$ cat config.mk
export PLATFORM = sky130hd
export DESIGN_NAME = mpk_top
export DESIGN_NICKNAME = d
export VERILOG_FILES = /design/src/design/mpk_pwm_engine.v /design/src/design/mpk_top.v
export VERILOG_INCLUDE_DIRS = /design/src /design/src/design
export SDC_FILE = /design/constraint.sdc
export NUM_CORES = 2
export LEC_CHECK = 0
export BUFFER_PORTS_ARGS = -buffer_cell sky130_fd_sc_hd__buf_2
export CORE_UTILIZATION = 60
export CTS_BUF_LIST = sky130_fd_sc_hd__clkbuf_8
export DETAILED_ROUTE_END_ITERATION = 8
export PLACE_DENSITY = 0.76
export SYNTH_ARGS = -nofsm -noshare
export SYNTH_HDL_FRONTEND = slang
export SYNTH_SLANG_ARGS = --single-unit
$ cat constraint.sdc
create_clock -name core_clk -period 27.2 [get_ports core_clk]
set_input_delay 1.36 -clock core_clk [delete_from_list [all_inputs] [get_ports core_clk]]
set_output_delay 1.36 -clock core_clk [all_outputs]
set_load 0.03 [all_outputs]
$ cat src/design/mpk_map.vh
// constants for the multirail pwm phase and kick-start block
// included by the design files; holds definitions only
`ifndef MPK_MAP_VH
`define MPK_MAP_VH

// register byte offsets
`define MPK_OFF_CTRL      6'h00
`define MPK_OFF_RAIL_MAP  6'h04
`define MPK_OFF_PERIOD0   6'h08
`define MPK_OFF_MIN_DUTY  6'h18
`define MPK_OFF_VSTART    6'h1C
`define MPK_OFF_VTARGET   6'h20
`define MPK_OFF_RAMP_STEP 6'h24
`define MPK_OFF_STATUS    6'h28

// control bits
`define MPK_CTRL_SS_GO    0
`define MPK_CTRL_RESYNC   1

// status fields
`define MPK_ST_STATE_LSB  0
`define MPK_ST_CHAIN      4
`define MPK_ST_SRE        5
`define MPK_ST_DAC_LSB    16

// reset values
`define MPK_RST_PERIOD    16'h00C8
`define MPK_RST_RAIL_MAP  8'hE4
`define MPK_RST_MIN_DUTY  16'h0004
`define MPK_RST_STEP      12'h001

// phase spreading between rails, in thirteenths
`define MPK_RAIL_NUM      18'h00003
`define MPK_RAIL_DEN      18'h0000D

// timing and analogue scaling
`define MPK_CLK_HZ        100000000
`define MPK_DAC_RATE_HZ   10000
`define MPK_DAC_LSB_UV    1600
`define MPK_EADC_RANGE_MV 64

`endif

$ cat src/design/mpk_pwm_engine.v
// one pwm engine: free-running ramp counter, compare, delayed chain reset
// assumes period >= 1 and a single master clock shared by all engines
`timescale 1ns/10ps
`include "mpk_map.vh"

module mpk_pwm_engine
(
    // clock and reset
    input  wire        clk,
    input  wire        rst,
    // configuration
    input  wire [15:0] period,
    input  wire [15:0] duty,
    input  wire [17:0] nextDelay,
    // chain
    input  wire        syncIn,
    input  wire        chainEn,
    output reg         syncOut,
    // output
    output reg         pwm
);

reg  [15:0] count_q;
reg  [17:0] dly_q;
reg         armed_q;

always @(posedge clk)
begin
    if (rst)
    begin
        count_q <= 16'h0000;
        pwm     <= 1'b0;
    end
    else
    begin
        // chained reset clears ramp
        if (syncIn)
            count_q <= 16'h0000;
        else if (count_q >= period - 16'h0001)
            count_q <= 16'h0000;
        else
            count_q <= count_q + 16'h0001;
        pwm <= (count_q < duty);
    end
end

always @(posedge clk)
begin
    if (rst)
    begin
        armed_q <= 1'b0;
        dly_q   <= 18'h00000;
        syncOut <= 1'b0;
    end
    else
    begin
        syncOut <= 1'b0;
        // delay only armed in chain
        if (syncIn && chainEn)
        begin
            armed_q <= 1'b1;
            dly_q   <= nextDelay;
        end
        // delay in whole ticks
        else if (armed_q)
        begin
            if (dly_q == 18'h00000)
            begin
                armed_q <= 1'b0;
                syncOut <= 1'b1;
            end
            else
                dly_q <= dly_q - 18'h00001;
        end
    end
end

endmodule // mpk_pwm_engine

$ cat src/design/mpk_top.v
// multirail pwm timing with phase-spreading reset chain and kick-start
// assumes engines of one rail are contiguous and rails appear in order
//
// Behaviour
// the first stage of each next rail lags the previous rail's first stage by 3/13 of the fastest period.
// phase k of an N-stage rail lags its phase 0 by k/N of the rail period.
// each engine issues a delayed reset pulse that clears the next engine's ramp counter.
// the chain reset runs at power-up and on any change of rail mapping or switching period.
// after the chain the delayed resets are disabled and counters run freely.
// switching stays off until the soft-start ramp reaches the start voltage.
// during kick-start both clamps equal the minimum pulse duty, giving a fixed pulse.
// the reference dac takes the start voltage as the clamps are applied.
// when the error adc leaves saturation both clamps release and the loop closes.
// software should avoid a long minimum pulse at low output ratio or high frequency.
// kick-start lasts until the output is within the error adc range.
// pwm and rectifier enable stay off before kick-start and turn on at its start.
// after loop closure the reference dac steps to target at 10 kHz, one code per step.
// all counters run from one master clock with phase delays in whole ticks.
`timescale 1ns/10ps
`include "mpk_map.vh"

module mpk_top
#(
    parameter DAC_TICK_CYCLES = `MPK_CLK_HZ / `MPK_DAC_RATE_HZ
)
(
    // clock and reset
    input  wire        core_clk,
    input  wire        rst,
    // avalon-mm slave
    input  wire [5:0]  avs_address,
    input  wire        avs_read,
    input  wire        avs_write,
    input  wire [31:0] avs_writedata,
    output reg  [31:0] avs_readdata,
    output reg         avs_waitrequest,
    // loop
    input  wire [15:0] compDuty,
    input  wire        eadcSat,
    output reg  [11:0] refDac,
    // power stage
    output reg  [3:0]  pwmOut,
    output reg         sync_rectifier_enable
);

localparam NENG = 4;
localparam [2:0] SS_IDLE = 3'h0, SS_WAIT = 3'h1, SS_KICK = 3'h2,
                 SS_CLOSED = 3'h3, SS_DONE = 3'h4;

reg  [7:0]  railMap_q;
reg  [15:0] period_q [0:3];
reg  [15:0] minDuty_q, vStart_q, vTarget_q;
reg  [11:0] rampStep_q, idealRamp_q;
reg  [2:0]  ss_q;
reg         kickPend_q, chainKick_q, chainEn_q;
reg  [13:0] tick_q;
reg         satS1_q, satS2_q, satS3_q, sat_q;
integer     i, j, r;

wire [NENG:0] sync;
wire [NENG-1:0] pwmRaw;
reg  [17:0] off [0:NENG-1];
reg  [17:0] nextDly [0:NENG-1];
reg  [15:0] fast;
reg  [17:0] railGap;
reg  [2:0]  kIdx, nPh;
reg  [1:0]  ord;
reg  [17:0] kp, share, diff;
reg  [15:0] dutyEff;
wire        tick = (tick_q == 14'h0000);
wire        hit  = avs_waitrequest == 1'b0;

// bus: one wait cycle, taken at the edge where waitrequest is low
always @(posedge core_clk)
begin
    if (rst)
    begin
        avs_waitrequest <= 1'b1;
        avs_readdata    <= 32'h00000000;
    end
    else
    begin
        avs_waitrequest <= !((avs_read || avs_write) && avs_waitrequest);
        if (avs_read && avs_waitrequest)
        begin
            case ({avs_address[5:2], 2'b00})
                `MPK_OFF_RAIL_MAP:  avs_readdata <= {24'h000000, railMap_q};
                6'h08, 6'h0C, 6'h10, 6'h14:
                    avs_readdata <= {16'h0000, period_q[avs_address[3:2] - 2'h2]};
                `MPK_OFF_MIN_DUTY:  avs_readdata <= {16'h0000, minDuty_q};
                `MPK_OFF_VSTART:    avs_readdata <= {16'h0000, vStart_q};
                `MPK_OFF_VTARGET:   avs_readdata <= {16'h0000, vTarget_q};
                `MPK_OFF_RAMP_STEP: avs_readdata <= {20'h00000, rampStep_q};
                `MPK_OFF_STATUS:    avs_readdata <= {4'h0, refDac, 10'h000,
                                        sync_rectifier_enable, chainEn_q, 1'b0, ss_q};
                default:            avs_readdata <= 32'h00000000;
            endcase
        end
    end
end

// configuration registers and chain kick
always @(posedge core_clk)
begin
    if (rst)
    begin
        railMap_q   <= `MPK_RST_RAIL_MAP;
        for (r = 0; r < 4; r = r + 1)
            period_q[r] <= `MPK_RST_PERIOD;
        minDuty_q   <= `MPK_RST_MIN_DUTY;
        vStart_q    <= 16'h0000;
        vTarget_q   <= 16'h0000;
        rampStep_q  <= `MPK_RST_STEP;
        // power-up chain reset
        kickPend_q  <= 1'b1;
        chainKick_q <= 1'b0;
        chainEn_q   <= 1'b0;
    end
    else
    begin
        // a kick waits until a running chain has ended, so no stale wave outlives it
        chainKick_q <= kickPend_q && !chainEn_q;
        kickPend_q  <= kickPend_q && chainEn_q;
        if (kickPend_q && !chainEn_q)
            chainEn_q <= 1'b1;
        // chain disabled after last engine
        else if (sync[NENG])
            chainEn_q <= 1'b0;
        if (avs_write && hit)
        begin
            case ({avs_address[5:2], 2'b00})
                `MPK_OFF_CTRL:
                    // explicit resync command
                    if (avs_writedata[`MPK_CTRL_RESYNC])
                        kickPend_q <= 1'b1;
                `MPK_OFF_RAIL_MAP:
                begin
                    railMap_q  <= avs_writedata[7:0];
                    // mapping change restarts chain
                    kickPend_q <= 1'b1;
                end
                6'h08, 6'h0C, 6'h10, 6'h14:
                begin
                    period_q[avs_address[3:2] - 2'h2] <= avs_writedata[15:0];
                    // frequency change restarts chain
                    kickPend_q <= 1'b1;
                end
                `MPK_OFF_MIN_DUTY:  minDuty_q  <= avs_writedata[15:0];
                `MPK_OFF_VSTART:    vStart_q   <= avs_writedata[15:0];
                `MPK_OFF_VTARGET:   vTarget_q  <= avs_writedata[15:0];
                `MPK_OFF_RAMP_STEP: rampStep_q <= avs_writedata[11:0];
                default: ;
            endcase
        end
    end
end

// phase offsets relative to engine 0 and per-link chain delays
always @*
begin
    fast = 16'hFFFF;
    for (i = 0; i < NENG; i = i + 1)
        if (period_q[railMap_q[2*i+:2]] < fast)
            fast = period_q[railMap_q[2*i+:2]];
    // rail spacing 3/13 of fastest period
    railGap = ({2'b00, fast} * `MPK_RAIL_NUM) / `MPK_RAIL_DEN;
    ord = 2'h0;
    for (i = 0; i < NENG; i = i + 1)
    begin
        if (i > 0 && railMap_q[2*i+:2] != railMap_q[2*(i-1)+:2])
            ord = ord + 2'h1;
        kIdx = 3'h0;
        nPh  = 3'h0;
        for (j = 0; j < NENG; j = j + 1)
            if (railMap_q[2*j+:2] == railMap_q[2*i+:2])
            begin
                nPh = nPh + 3'h1;
                if (j < i)
                    kIdx = kIdx + 3'h1;
            end
        // phase k at k/N of rail period
        kp = {2'b00, period_q[railMap_q[2*i+:2]]} * kIdx;
        case (nPh)
            3'h2:    share = kp / 18'h00002;
            3'h3:    share = kp / 18'h00003;
            3'h4:    share = kp / 18'h00004;
            default: share = 18'h00000;
        endcase
        off[i] = railGap * ord + share;
    end
    nextDly[NENG-1] = 18'h00000;
    for (i = 0; i < NENG - 1; i = i + 1)
    begin
        // a later reset by one own period keeps the same phase
        diff = off[i+1] - off[i];
        if (off[i+1] < off[i])
            diff = diff + {2'b00, period_q[railMap_q[2*(i+1)+:2]]};
        // one tick of syncOut plus one of the counter clear
        nextDly[i] = (diff > 18'h00001) ? diff - 18'h00002 : 18'h00000;
    end
end

assign sync[0] = chainKick_q;

genvar g;
generate
    for (g = 0; g < NENG; g = g + 1)
    begin : engine
        mpk_pwm_engine u_eng
        (
            .clk       (core_clk),
            .rst       (rst),
            .period    (period_q[railMap_q[2*g+:2]]),
            .duty      (dutyEff),
            .nextDelay (nextDly[g]),
            .syncIn    (sync[g]),
            .chainEn   (chainEn_q),
            .syncOut   (sync[g+1]),
            .pwm       (pwmRaw[g])
        );
    end
endgenerate

// saturation flag from the adc pin, counted when stages 2 and 3 agree
always @(posedge core_clk)
begin
    if (rst)
    begin
        satS1_q <= 1'b1;
        satS2_q <= 1'b1;
        satS3_q <= 1'b1;
        sat_q   <= 1'b1;
    end
    else
    begin
        satS1_q <= eadcSat;
        satS2_q <= satS1_q;
        satS3_q <= satS2_q;
        if (satS2_q == satS3_q)
            sat_q <= satS3_q;
    end
end

// clamps on the compensator output
always @*
begin
    // both clamps at minimum pulse duty
    if (ss_q == SS_KICK)
        dutyEff = minDuty_q;
    // clamps released, loop closed
    else if (ss_q == SS_CLOSED || ss_q == SS_DONE)
        dutyEff = compDuty;
    else
        dutyEff = 16'h0000;
end

// soft-start sequencer
always @(posedge core_clk)
begin
    if (rst)
    begin
        ss_q                  <= SS_IDLE;
        tick_q                <= 14'h0000;
        idealRamp_q           <= 12'h000;
        refDac                <= 12'h000;
        pwmOut                <= 4'h0;
        sync_rectifier_enable <= 1'b0;
    end
    else
    begin
        tick_q <= tick ? DAC_TICK_CYCLES[13:0] - 14'h0001 : tick_q - 14'h0001;
        // pwm gated until kick-start
        pwmOut <= (ss_q == SS_IDLE || ss_q == SS_WAIT) ? 4'h0 : pwmRaw;
        case (ss_q)
            SS_IDLE:
                if (avs_write && hit && avs_address[5:2] == 4'h0
                    && avs_writedata[`MPK_CTRL_SS_GO])
                begin
                    idealRamp_q <= 12'h000;
                    ss_q        <= SS_WAIT;
                end
            SS_WAIT:
            begin
                if (tick)
                    idealRamp_q <= idealRamp_q + rampStep_q;
                // hold off until ramp reaches start voltage
                if ({4'h0, idealRamp_q} >= vStart_q)
                begin
                    // dac loaded with start voltage
                    refDac                <= vStart_q[11:0];
                    // rectifier and pwm on
                    sync_rectifier_enable <= 1'b1;
                    ss_q                  <= SS_KICK;
                end
            end
            SS_KICK:
                // hold until within adc range
                if (!sat_q)
                    ss_q <= SS_CLOSED;
            SS_CLOSED:
                // one dac code per 10 kHz tick
                if ({4'h0, refDac} == vTarget_q)
                    ss_q <= SS_DONE;
                else if (tick)
                    refDac <= ({4'h0, refDac} < vTarget_q) ? refDac + 12'h001
                                                           : refDac - 12'h001;
            SS_DONE: ;
            default: ss_q <= SS_IDLE;
        endcase
    end
end

endmodule // mpk_top

==> results.sh <==
export IMPL_min_path_type="reg -> reg"
export IMPL_synth_most_common_cell="nand2_1"
export IMPL_critical_path_class="reg -> reg"
export IMPL_syn_area_um2=41000
export IMPL_synth_ff_type="dfxtp_1"
export IMPL_finalSetupViolCount=0
export IMPL_crit_path_frequent_cell="a21oi_1"
export IMPL_io_pins=109
export IMPL_place_area_um2=42200
export IMPL_ys_async_sr_fraction_pct=0
export IMPL_core_area_um2=67400
export IMPL_synthTopCellsByArea="dfxtp_1, ha_1, xnor2_1"
export IMPL_drive_gt1_share_pct=8.49
export IMPL_worst_path_max_fanout=30
export IMPL_syn2layout_area_growth_pct=6.54
export IMPL_drtIter0Drc=4223
export IMPL_final_min_clock_period_ns=25.92
export IMPL_synth_top_cell_area_share_pct=14.9
export IMPL_place_hpwl_um=94900
export IMPL_synth_largest_area_cell="dfxtp_1"
export IMPL_die_h_um=264
export IMPL_postCtsSetupBuffers=0
export IMPL_cts_made_buffers=67
export IMPL_fin_area_um2=43700
export IMPL_grt_overflow=0
export IMPL_die_area_um2=69400
export IMPL_antenna_found_initial=8
export IMPL_wire_per_inst_um=20.0
export IMPL_cp_required_ns=27.73
export IMPL_maxSlewViolCount=0
export IMPL_cp_data_arrival_time_ns=26.45
export IMPL_drc=0
export IMPL_status="complete, no violations"
export IMPL_start_util_pct=60.9
export IMPL_yosys_top_cells_count="nand2_1, nor2_1, a21oi_1, ha_1, inv_1"
export IMPL_clockBufferDepth=3
export IMPL_viasPerCell=6.39
export IMPL_tightestPinTransition_ns=1.26
export IMPL_synth_seq_cells=370
export IMPL_grt_usage_pct=34.6
export IMPL_grt_setup_unrepaired="false"
export IMPL_end_kind="register"
export IMPL_tns_ns=0
export IMPL_finalHoldViolCount=0
export IMPL_clock_sinks=370
export IMPL_finClkSkew_ns=0.0429
export IMPL_vias=39700
export IMPL_worstSetupStartpointType="register"
export IMPL_synthCells=5293
export IMPL_cpPeakStageDelay_ns=0.61
export IMPL_ant_nets=0
export IMPL_port_buffers=86
export IMPL_gp_congestion=1.00
export IMPL_grt_pass1_wl_um=194000
export IMPL_grt_max_degree=65
export IMPL_cts_max_level=3
export IMPL_synth_edf_count=64
export IMPL_finalNetCount=5820
export IMPL_finalCritPeriodShare_pct=95.3
export IMPL_first_pass_iters=8
export IMPL_ys_seq_area_share_pct=19.6
export IMPL_wl_um=124000
export IMPL_num_rows=95
export IMPL_cts_root_buf="clkbuf_8"
export IMPL_slew_headroom_pct=15.5
export IMPL_ys_types=118
export IMPL_clkSlewWorstSetupHoldPaths_ns=0.06
export IMPL_slowest_stage="mux4_2"
export IMPL_cap_viol_max_count=0
export IMPL_fmax_mhz=38.6
export IMPL_cts_tree="built"
export IMPL_syn_area_per_cell_um2=7.75
export IMPL_clock_latency_ns=0.68
export IMPL_grt_pass1_vias=35900
export IMPL_ys_warn_count=0
export IMPL_die_w_um=264
export IMPL_fillers=5854
==> routing by layer <==
| layer | vias up | part of all wire (%) | global-route usage (%) |
|---|---|---|---|
| li1 | 19000 | - | - |
| met1 | 18700 | 41 | 44.5 |
| met2 | 1690 | 45 | 56.0 |
| met3 | 319 | 8.0 | 5.16 |
| met4 | 0 | 5.4 | 18.2 |
| met5 | - | 0 | 0 |
==> cell families after synthesis <==
| kind of cell | Yosys count | share of synthesized area, % |
|---|---|---|
| other | 1 | 0.00914 |
| adder cells (fa/ha/maj) | 479 | 15.6 |
| AND/OR/NAND/NOR | 1892 | 21.6 |
| AO/OA/AOI/OAI | 1362 | 21.6 |
| buffers and inverters | 588 | 5.63 |
| flip-flops | 370 | 19.6 |
| XOR/XNOR | 419 | 9.01 |
| multiplexers | 182 | 7.00 |
==> area by class of cell <==
class,count,area (um2),share of cell area (%)
Timing Repair Buffer,168,1080,2.46
Multi-Input combinational cell,4339,30800,70.5
Clock buffer,79,1090,2.49
Clock inverter,39,289,0.661
Inverter,342,1280,2.94
Tap cell,873,1090,2.50
Antenna cell,2,5.00,0.0114
Sequential cell,370,8050,18.4
==> through the flow <==
step	hold WS, ns	setup slack [ns]	util, %	instances
floorplan	0.389	2.12	-	5296
global placement	0.401	1.14	62.7	6091
detailed placement	0.398	0.810	62.7	6091
CTS	0.415	0.672	64.7	6209
global route	0.423	0.0251	64.9	6212
finish	0.412	1.28	64.9	6212
==> cells in the final DEF, fill, tap and decap left out, types with 69 or more instances in the layout <==
master	count
nand3_1	148
o21ai_0	222
and2_1	107
inv_1	363
mux2i_1	82
xor2_1	135
nor2_1	486
buf_2	85
a21oi_1	467
buf_4	80
a211oi_1	69
a22oi_1	74
xnor2_1	280
nor3_1	113
dfxtp_1	305
ha_1	418
nand2_1	633
o21bai_1	92
clkbuf_8	79
nand2b_1	70
mux4_2	81
==> what timing repair did <==
action                     4_1_cts  5_1_grt
setup endpoints to repair        0       36
resized for setup                0       24
hold buffers                     0        0
==> sequential cells by signal, summed over array words and instances, names as in the netlist, 12 cells and up, named ones only <==
name and count:
engine.u_eng.dly_q 72, rampStep_q 12, period_q 64, avs_readdata 28, refDac 12, vStart_q 16
vTarget_q 16, minDuty_q 16, engine.u_eng.count_q 64, tick_q 14, idealRamp_q 12
==> worst max-delay path, delay by kind of cell, from the launching register on <==
family                     cells  cell delay, ns
AOI/OAI and AO/OA             53           12.08
buffers and inverters         10            1.71
xor gates and xnor gates       1            0.38
muxes                          7            2.29
adders and majority gates      8            2.78
DFF                            1            0.42
and+or+nand+nor               23            6.13
==> path summary, 6_finish.rpt <==
path                           start                                    end  slack [ns]  cells after the start
setup reg to reg            register  engine[1].u_eng.dly_q[3]$_SDFFE_PP0P_        1.28                    102
hold / removal    satS1_q$_SDFF_PP1_                     satS2_q$_SDFF_PP1_        0.41                      1
hold reg to reg   satS1_q$_SDFF_PP1_                     satS2_q$_SDFF_PP1_        0.41                      1
setup / recovery            register  engine[1].u_eng.dly_q[3]$_SDFFE_PP0P_        1.28                    102
Power is not shown: default switching activity piles up to over one toggle a cycle in this logic, so the estimate is an artifact.
